`config.mk`:
```
export PLATFORM = sky130hd
export DESIGN_NAME = srpc_top
export DESIGN_NICKNAME = d
export VERILOG_FILES = /design/src/core/srpc_pkg.sv /design/src/core/srpc_top.sv
export SDC_FILE = /design/constraint.sdc
export NUM_CORES = 1
export LEC_CHECK = 0
export ABC_AREA = 1
export BUFFER_PORTS_ARGS = -buffer_cell sky130_fd_sc_hd__buf_2
export CORE_MARGIN = 8
export CORE_UTILIZATION = 54
export DETAILED_ROUTE_END_ITERATION = 6
export PLACE_DENSITY = 0.76
export REMOVE_ABC_BUFFERS = 1
export SLEW_MARGIN = 20
export SYNTH_ARGS = -nofsm -noshare
export SYNTH_HDL_FRONTEND = slang
export SYNTH_SLANG_ARGS = --single-unit
```
`constraint.sdc`:
```
create_clock -name sys_clk_i -period 2.5 [get_ports sys_clk_i]
set_input_delay 0.125 -clock sys_clk_i [delete_from_list [all_inputs] [get_ports sys_clk_i]]
set_output_delay 0.125 -clock sys_clk_i [all_outputs]
set_load 0.01 [all_outputs]
```
`src/core/srpc_pkg.sv`:
```
// How it works
// - request comes from software bit or pin; pin uses level, rising or falling trigger
// - generator ticks on second loop feedback when select is 0, first loop output when 1
// - external resample uses device clock when select is 0, first loop output when 1
// - test code 00 drives low, 01 drives high, 1x drives counter clock
// - source 00 external, 01 external resampled, 10 internal generator
// - mode 00 n-shot, 01 continuous, 10 prbs, 11 stop; count codes give pulses
// - n-shot starts on request bit rising, bit clears itself when pattern ends
// - continuous or prbs starts on request bit rising, bit stays set
// - software clearing request bit stops continuous or prbs pattern at once
// - sixteen-bit two-byte divider sets width of each pulse
package srpc_pkg;
  localparam logic [15:0] ADDR_K_LO = 16'h0400;
  localparam logic [15:0] ADDR_K_HI = 16'h0401;
  localparam logic [15:0] ADDR_CTL_A = 16'h0402;
  localparam logic [15:0] ADDR_CTL_B = 16'h0403;
  localparam logic [7:0] RST_BYTE = 8'h00;
  localparam int A_METHOD = 7;
  localparam int A_TRIG_HI = 6;
  localparam int A_TRIG_LO = 5;
  localparam int A_GEN_SEL = 4;
  localparam int A_RS_SEL = 3;
  localparam int A_TEST_HI = 2;
  localparam int A_TEST_LO = 1;
  localparam int A_RESET = 0;
  localparam int B_SRC_HI = 7;
  localparam int B_SRC_LO = 6;
  localparam int B_MODE_HI = 5;
  localparam int B_MODE_LO = 4;
  localparam int B_CNT_HI = 3;
  localparam int B_CNT_LO = 1;
  localparam int B_REQ = 0;
  localparam logic [1:0] SRC_EXT = 2'h0;
  localparam logic [1:0] SRC_RESAMP = 2'h1;
  localparam logic [1:0] SRC_INT = 2'h2;
  localparam logic [1:0] MODE_NSHOT = 2'h0;
  localparam logic [1:0] MODE_CONT = 2'h1;
  localparam logic [1:0] MODE_PRBS = 2'h2;
  localparam logic [1:0] MODE_STOP = 2'h3;
  localparam logic [1:0] TEST_LOW = 2'h0;
  localparam logic [1:0] TEST_HIGH = 2'h1;
  localparam logic [1:0] TRIG_RISE = 2'h2;
  localparam logic [1:0] TRIG_FALL = 2'h3;
  localparam logic [6:0] LFSR_SEED = 7'h7f;
  localparam logic [15:0] K_MIN = 16'h0001;
  localparam logic [3:0] PULSE_ONE = 4'h1;
  typedef enum logic [1:0] {
    SRPC_IDLE = 2'b00,
    SRPC_RUN = 2'b01
  } srpc_state_e;
  function automatic logic [3:0] srpc_target(input logic [2:0] code);
    case (code)
      3'h2: srpc_target = 4'h2;
      3'h3: srpc_target = 4'h4;
      3'h4: srpc_target = 4'h6;
      3'h5: srpc_target = 4'h8;
      default: srpc_target = PULSE_ONE;
    endcase
  endfunction
endpackage

```
`src/core/srpc_top.sv`:
```
`timescale 1ns/1ps
module srpc_top (
  input wire logic sys_clk_i,
  input wire logic rst_b_i,
  input wire logic wr_en_i,
  input wire logic [15:0] addr_i,
  input wire logic [7:0] wdata_i,
  output logic [7:0] rdata_o,
  input wire logic req_pin_i,
  input wire logic ext_sysref_i,
  input wire logic dev_clk_i,
  input wire logic pll1_out_i,
  input wire logic pll2_fb_i,
  output logic sysref_o
);
  import srpc_pkg::*;

  // ==========================================================
  // state
  typedef struct packed {
    logic [7:0] ctl_a;
    logic [7:0] ctl_b;
    logic [7:0] k_lo;
    logic [7:0] k_hi;
    logic req_q;
    logic pin_q;
    logic gen_clk_q;
    logic rs_clk_q;
    srpc_state_e st;
    logic [15:0] div;
    logic half;
    logic [3:0] pulses;
    logic [6:0] lfsr;
    logic resamp;
    logic sysref;
    logic [7:0] rdata;
  } srpc_s;

  srpc_s s;
  srpc_s next_s;
  logic gen_clk;
  logic rs_clk;
  logic gen_tick;
  logic rs_tick;
  logic start;
  logic hold;
  logic [1:0] mode;
  logic [1:0] trig;
  logic [15:0] k_val;
  logic [3:0] target;
  logic pat;

  // ==========================================================
  // trigger and clock selection
  always_comb begin
    mode = s.ctl_b[B_MODE_HI:B_MODE_LO];
    trig = s.ctl_a[A_TRIG_HI:A_TRIG_LO];
    gen_clk = s.ctl_a[A_GEN_SEL] ? pll1_out_i : pll2_fb_i;
    rs_clk = s.ctl_a[A_RS_SEL] ? pll1_out_i : dev_clk_i;
    gen_tick = gen_clk & ~s.gen_clk_q;
    rs_tick = rs_clk & ~s.rs_clk_q;
    k_val = ({s.k_hi, s.k_lo} < K_MIN) ? K_MIN : {s.k_hi, s.k_lo};
    target = srpc_target(s.ctl_b[B_CNT_HI:B_CNT_LO]);
    if (s.ctl_a[A_METHOD]) begin
      case (trig)
        TRIG_RISE: begin
          start = req_pin_i & ~s.pin_q;
          hold = 1'b1;
        end
        TRIG_FALL: begin
          start = ~req_pin_i & s.pin_q;
          hold = 1'b1;
        end
        default: begin
          start = req_pin_i;
          hold = req_pin_i;
        end
      endcase
    end else begin
      start = s.ctl_b[B_REQ] & ~s.req_q;
      hold = s.ctl_b[B_REQ];
    end
    pat = (mode == MODE_PRBS) ? (s.half & s.lfsr[0]) : s.half;
  end

  // ==========================================================
  // next state
  always_comb begin
    next_s = s;
    next_s.gen_clk_q = gen_clk;
    next_s.rs_clk_q = rs_clk;
    next_s.pin_q = req_pin_i;
    next_s.req_q = s.ctl_b[B_REQ];
    if (rs_tick) begin
      next_s.resamp = ext_sysref_i;
    end
    case (s.st)
      SRPC_IDLE: begin
        next_s.half = 1'b0;
        if (start && mode != MODE_STOP && !s.ctl_a[A_RESET]) begin
          next_s.st = SRPC_RUN;
          next_s.div = '0;
          next_s.half = 1'b1;
          next_s.pulses = '0;
        end
      end
      SRPC_RUN: begin
        if (s.ctl_a[A_RESET] || mode == MODE_STOP || (!hold && mode != MODE_NSHOT)) begin
          next_s.st = SRPC_IDLE;
          next_s.half = 1'b0;
        end else if (gen_tick) begin
          if (s.div >= k_val - K_MIN) begin
            next_s.div = '0;
            next_s.half = ~s.half;
            if (s.half) begin
              next_s.pulses = s.pulses + PULSE_ONE;
              next_s.lfsr = {s.lfsr[5:0], s.lfsr[6] ^ s.lfsr[5]};
              if (mode == MODE_NSHOT && s.pulses + PULSE_ONE >= target) begin
                next_s.st = SRPC_IDLE;
                next_s.ctl_b[B_REQ] = 1'b0;
              end
            end
          end else begin
            next_s.div = s.div + K_MIN;
          end
        end
      end
      default: next_s.st = SRPC_IDLE;
    endcase
    case (s.ctl_b[B_SRC_HI:B_SRC_LO])
      SRC_EXT: next_s.sysref = ext_sysref_i;
      SRC_RESAMP: next_s.sysref = s.resamp;
      SRC_INT: next_s.sysref = pat;
      default: begin
        case (s.ctl_a[A_TEST_HI:A_TEST_LO])
          TEST_LOW: next_s.sysref = 1'b0;
          TEST_HIGH: next_s.sysref = 1'b1;
          default: next_s.sysref = s.half;
        endcase
      end
    endcase
    if (wr_en_i) begin
      case (addr_i)
        ADDR_K_LO: next_s.k_lo = wdata_i;
        ADDR_K_HI: next_s.k_hi = wdata_i;
        ADDR_CTL_A: next_s.ctl_a = wdata_i;
        ADDR_CTL_B: next_s.ctl_b = wdata_i;
        default: ;
      endcase
    end
    case (addr_i)
      ADDR_K_LO: next_s.rdata = s.k_lo;
      ADDR_K_HI: next_s.rdata = s.k_hi;
      ADDR_CTL_A: next_s.rdata = s.ctl_a;
      ADDR_CTL_B: next_s.rdata = s.ctl_b;
      default: next_s.rdata = RST_BYTE;
    endcase
  end

  always_ff @(posedge sys_clk_i) begin
    if (!rst_b_i) begin
      s <= '0;
      s.lfsr <= LFSR_SEED;
    end else begin
      s <= next_s;
    end
  end

  assign sysref_o = s.sysref;
  assign rdata_o = s.rdata;
endmodule

```
* Word level (Yosys, flattened, before mapping)
Cells that the tools add are included.
** Operators by class
- Reductions and logical operators :: 24
- Multiplexer cells :: 36
- Equality and inequality tests :: 26
- Bitwise logic cells :: 14
- Add/subtract/negate cells :: 3
- Magnitude comparators :: 3
** Operators by type and width (count)
- $eq A16 B11 Y1 const B :: 4
- $mux W16 :: 3
- $pmux W21 S2 :: 1
- $pmux W8 S4 :: 1
- $mux W30 :: 1
- $mux W23 :: 1
- $mux W11 :: 2
- $mux W17 :: 1
- $add A16 B1 Y16 const B :: 1
- $ge A16 B16 Y1 :: 1
- $lt A16 B1 Y1 const B :: 1
- $mux W8 :: 2
- $pmux W4 S4 :: 1
- $sub A16 B1 Y16 const B :: 1
- $mux W1 :: 14
- $mux W12 :: 1
- $ne A2 B2 Y1 const B :: 6
- $ne A3 B3 Y1 const B :: 4
- $eq A2 B2 Y1 const B :: 5
- $reduce_and A5 Y1 :: 2
- $logic_not A2 Y1 :: 4
- $mux W2 :: 4
- $reduce_and A2 Y1 :: 4
- $not A1 Y1 :: 7
- other kinds (18) :: 34
** Word-level totals
- Register bits :: 76
- Word-level logic and storage cells :: 123
- Input bits :: 32

* Logic depth before layout (Yosys ltp)
- Word-level depth :: 12
- Depth in mapped cells :: 24
- Gate-level depth less buffers :: 24

* Least setup slack after synthesis
No wires, ideal clock.
- Path kind :: reg2reg
- Start :: reg s[47] (netlist name)
- End :: reg s[18] (netlist name)
- Data arrival time :: 2.695 ns
- Library setup time :: 0.071 ns
- Slack :: -0.266 ns
- Buffers on the path :: 1
- Cell stages (with the launch flop) :: 20
- Cell sequence :: dfxtp_1 nor2_1 nand2_1 nor2_1 nand4_1 nand2_1 inv_1 ha_1 nand3_1 nor3_1 nand2_1 xor2_1 ha_1 nand4_1 a21oi_1 nor2_1 nand2_1 clkbuf_1 nand3_1 a21oi_1
** Between the ends
- Word-level cells in the longest chain between the ends :: 6
** RTL lines
- start, declared :: line srpc_top.sv:39 : srpc_s s;
- start signal, assigned :: line srpc_top.sv:165 : s <= next_s;
- $lt A16 B1 Y1 :: line srpc_top.sv:62 : k_val = ({s.k_hi, s.k_lo} < K_MIN) ? K_MIN : {s.k_hi, s.k_lo};
- $mux W16 * :: line srpc_top.sv:62
- $sub A16 B1 Y16 * :: line srpc_top.sv:112 : if (s.div >= k_val - K_MIN) begin
- $ge A16 B16 Y1 * :: line srpc_top.sv:112
- $ne A2 B2 Y1 (no source line) *
- $reduce_and A6 Y1 (no source line) *
Every way passes the cells marked *; elsewhere a longest branch is shown, timed or not.
A chain may end at the register's enable or synchronous reset.

* Worst setup path in the final report
- Start :: reg s[47] (netlist name)
- End :: reg s[26] (netlist name)
** Between the ends
- Word-level cells in the longest chain between the ends :: 8
** RTL lines
- $lt A16 B1 Y1 :: line srpc_top.sv:62
- $mux W16 * :: line srpc_top.sv:62
- $sub A16 B1 Y16 * :: line srpc_top.sv:112
- $ge A16 B16 Y1 * :: line srpc_top.sv:112
- $mux W16 * :: line srpc_top.sv:112
- $mux W30 * :: line srpc_top.sv:111 : end else if (gen_tick) begin
- $mux W16 * :: line srpc_top.sv:108 : if (s.ctl_a[A_RESET] || mode == MODE_STOP || (!hold && mode != MODE_NSHOT)) begin
- $pmux W21 S2 * :: line srpc_top.sv:97 : case (s.st)
Every way passes the cells marked *; elsewhere a longest branch is shown, timed or not. The select of a mux whose other input is x is not followed.

==> impl_metrics.toml <==
[status]
status = "finished with violations"
violations = "design-rule violations, negative setup slack"

[power]
powerDensity_nw_per_um2 = 450
p_switching_uw = 554
p_seq_share_pct = 50.5
power_mw = 2.38
p_int_mw = 1.82
ir_drop_v = 0.000339
comb_power_share_pct = 4.5
p_leak_nw = 2.26
power_frac_clock_pct = 45.0
swShare_pct = 23.3

[routing]
remaining_drc_errors = 13
wirelength_mm = 11.9
wire_per_inst_um = 14.8
viasPerCell = 5.46
drtPass1Iterations = 7
antenna_left = 0
drt_iter0_markers = 226
vias = 4410

[worst_setup_path]
crit_type = "register to register"
start_kind = "register"
r2r-start = "s[47]$_SDFFE_PN0P_"
arrival_ps = 3050
cp-end-kind = "register"
r2r_cells = 18
worstPathRequired_ps = 2780
reg2reg_slack_ps = -270
rr_endpoint = "s[26]$_SDFFE_PN0P_"
worstPathMaxFanout = 13

[flow_run]
maxCapViolations = 0

[global_routing]
grt_util_met1_pct = 24.1
grt_max_degree = 38
grt_pass1_vias = 4450
use_met3_pct = 3.50
grt_usage_pct = 22.0
grt_use_met2_pct = 38.9
antenna_found_initial = 0
grt_pass1_wl_mm = 20.1
overflow = 0
busiest_layer = "met2"

[synth]
synth_cells = 625
synth.ff_latch_count = 75
synth-seq-area-share_pct = 35.1
synth_edf_count = 0
ys_types = 32
syn-mean-instance-area_um2 = 6.84
synth_ff_type = "dfxtp_1"
yosysWarningCount = 0
synth-async-reset-ratio_pct = 0
synth_area_um2 = 4280

[floorplanning]
io_pins = 41
initial_utilization_pct = 55.6
rows = 32
core_area_um2 = 7690
dieArea_um2 = 11000
dieHeight_um = 105
die_width_um = 105

[sta]
setup_tns_ps = -6860
slew_violations = 0
setup_ws_ps = -272
fin_worst_hold_slack_ps = 38.6
finalClockSkew_ps = 11.6
finalHoldViolCount = 0
period_share_pct = 111
timing.slew.headroom_pct = 60.6
timing.fmax_ghz = 0.361
rsz0062_at_grt = "yes"
worst_slew_pin_slew_ps = 590
finalSetupViolCount = 30
period_minus_slack_ps = 2770

[finish]
finalInstanceArea_um2 = 5290
syn2layout_area_growth_pct = 23.5
n_fill_cell = 672
finish.utilization_pct = 68.8
stdcell_count = 807
antennaDiodeCount = 0
nNetsFinal = 755
drive_gt1_share_pct = 23.0

[hold_path]
worstHoldStart = "ext_sysref_i"
hold_path.class = "primary input to register"
hold_path_end = "s[9]$_SDFFE_PN0P_"
hold-path-cell-count = 3

[placed_design]
placed_cell_area_um2 = 4810
dp.cells = 786
io_buffers = 40
pre_cts_slack_ps = -479
place_congestion = 0.891
hpwl_mm = 9.03

[clock_network]
cts_buffer_depth = 2
htree_num_levels = 3
clkLatencyLatePin_ps = 360
path_clk_slew_ps = 80
clkSinkCount = 75
cts_root_buf = "clkbuf_8"
cts_made_buffers = 9
cts_tree = "built"
[worst max-delay path by stage]
stage,from,end,slack [ps],cells after the start
floorplan,s[47]$_SDFFE_PN0P_,s[10]$_SDFFE_PN1P_,-400,19
global placement,s[57]$_SDFFE_PN0P_,s[10]$_SDFFE_PN1P_,-290,20
detailed placement,s[56]$_SDFFE_PN0P_,s[10]$_SDFFE_PN1P_,-480,20
CTS,s[46]$_SDFFE_PN0P_,s[10]$_SDFFE_PN1P_,-210,20
global route,s[58]$_SDFFE_PN0P_,s[23]$_SDFFE_PN0P_,-510,20
finish,s[47]$_SDFFE_PN0P_,s[26]$_SDFFE_PN0P_,-270,18
[placed cells by master, fill, tap and decap left out, types with 10 or more instances in the layout]
master,n
nand2_1,102
inv_1,75
dfxtp_1,67
nor2_1,66
a21oi_1,50
o21ai_0,49
buf_4,43
nand3_1,40
buf_2,40
nand4_1,24
ha_1,22
xor2_1,17
nor3_1,11
nand2_2,10
clkbuf_8,10
[critical path: stages, from the launching register on]
cell     delay (ps)
dfxtp_1         370
nor2_2           40
nand2_1          80
nor2_1           50
nand4_1          90
nand2_1         120
buf_4           180
nor3_1          170
xor2_1          190
inv_1            70
ha_1            310
a21oi_1         190
a21oi_2          90
nor2_2          170
nand3_2         150
nand2_2          90
nand2_2          80
buf_12          160
nor3_2          100
[registers in the layout (all words and copies together), names as in the netlist]
signal	flops
mode	2
next_s	1
rdata_o	8
s	63
sysref_o	1
[power groups by stage]
stage	Combinational, mW	Clock, mW	Sequential (mW)
final	0.107	1.07	1.20
after CTS	0.103	1.09	1.20
after global placement	0.0984	0	1.23
after floorplan	0.0370	0	1.23
after global routing	0.117	1.13	1.20
after detailed placement	0.101	0	1.23
[area by class of cell]
cell class	instances	area [µm²]	share of cell area (%)
clock buffers	10	138	2.60
repair buffers	88	587	11.1
well taps	102	128	2.41
inverters	82	308	5.82
clock inverters	6	88.8	1.68
multi-input cells	444	2520	47.8
flip-flops and latches	75	1510	28.6
[Yosys cell counts, types with 7 or more instances]
master / count / share of area [%]
buf_4: 9 / 1.6
inv_1: 80 / 7.0
ha_1: 23 / 6.7
nor2_1: 74 / 6.5
xor2_1: 18 / 3.7
nand4_1: 24 / 3.5
buf_2: 8 / 0.94
nor3_1: 17 / 2.0
o21ai_0: 50 / 5.8
a21oi_1: 55 / 6.4
clkbuf_1: 7 / 0.61
nand2_1: 113 / 9.9
dfxtp_1: 75 / 35
nand3_1: 45 / 5.3
[what timing repair did]
action | in CTS | in global routing
gates cloned | 1 | 0
setup endpoints to repair | 30 | 30
setup buffers | 2 | 1
hold buffers | 1 | 0
resized for setup | 30 | 34
pin swaps | 7 | 15
hold endpoints to repair | 1 | 0
[per-layer routing]
| metal | up-vias | share of wire (%) |
|---|---|---|
| li1 | 2201 | - |
| met1 | 2008 | 41 |
| met4 | 0 | 5.3 |
| met3 | 58 | 5.0 |
| met5 | - | 0 |
| met2 | 143 | 49 |
[cells by family (layout without fill, tap and decap cells)]
| family | count (synthesis) | count (layout) | share of synthesized area (%) |
|---|---|---|---|
| AOI/OAI and AO/OA | 115 | 115 | 13.9 |
| and+or+nand+nor | 285 | 285 | 29.7 |
| buffers and inverters | 106 | 186 | 10.3 |
| DFF | 75 | 75 | 35.1 |
| adders and majority gates | 23 | 23 | 6.73 |
| xor gates and xnor gates | 21 | 21 | 4.30 |
Power figures use the tool's default switching activity.
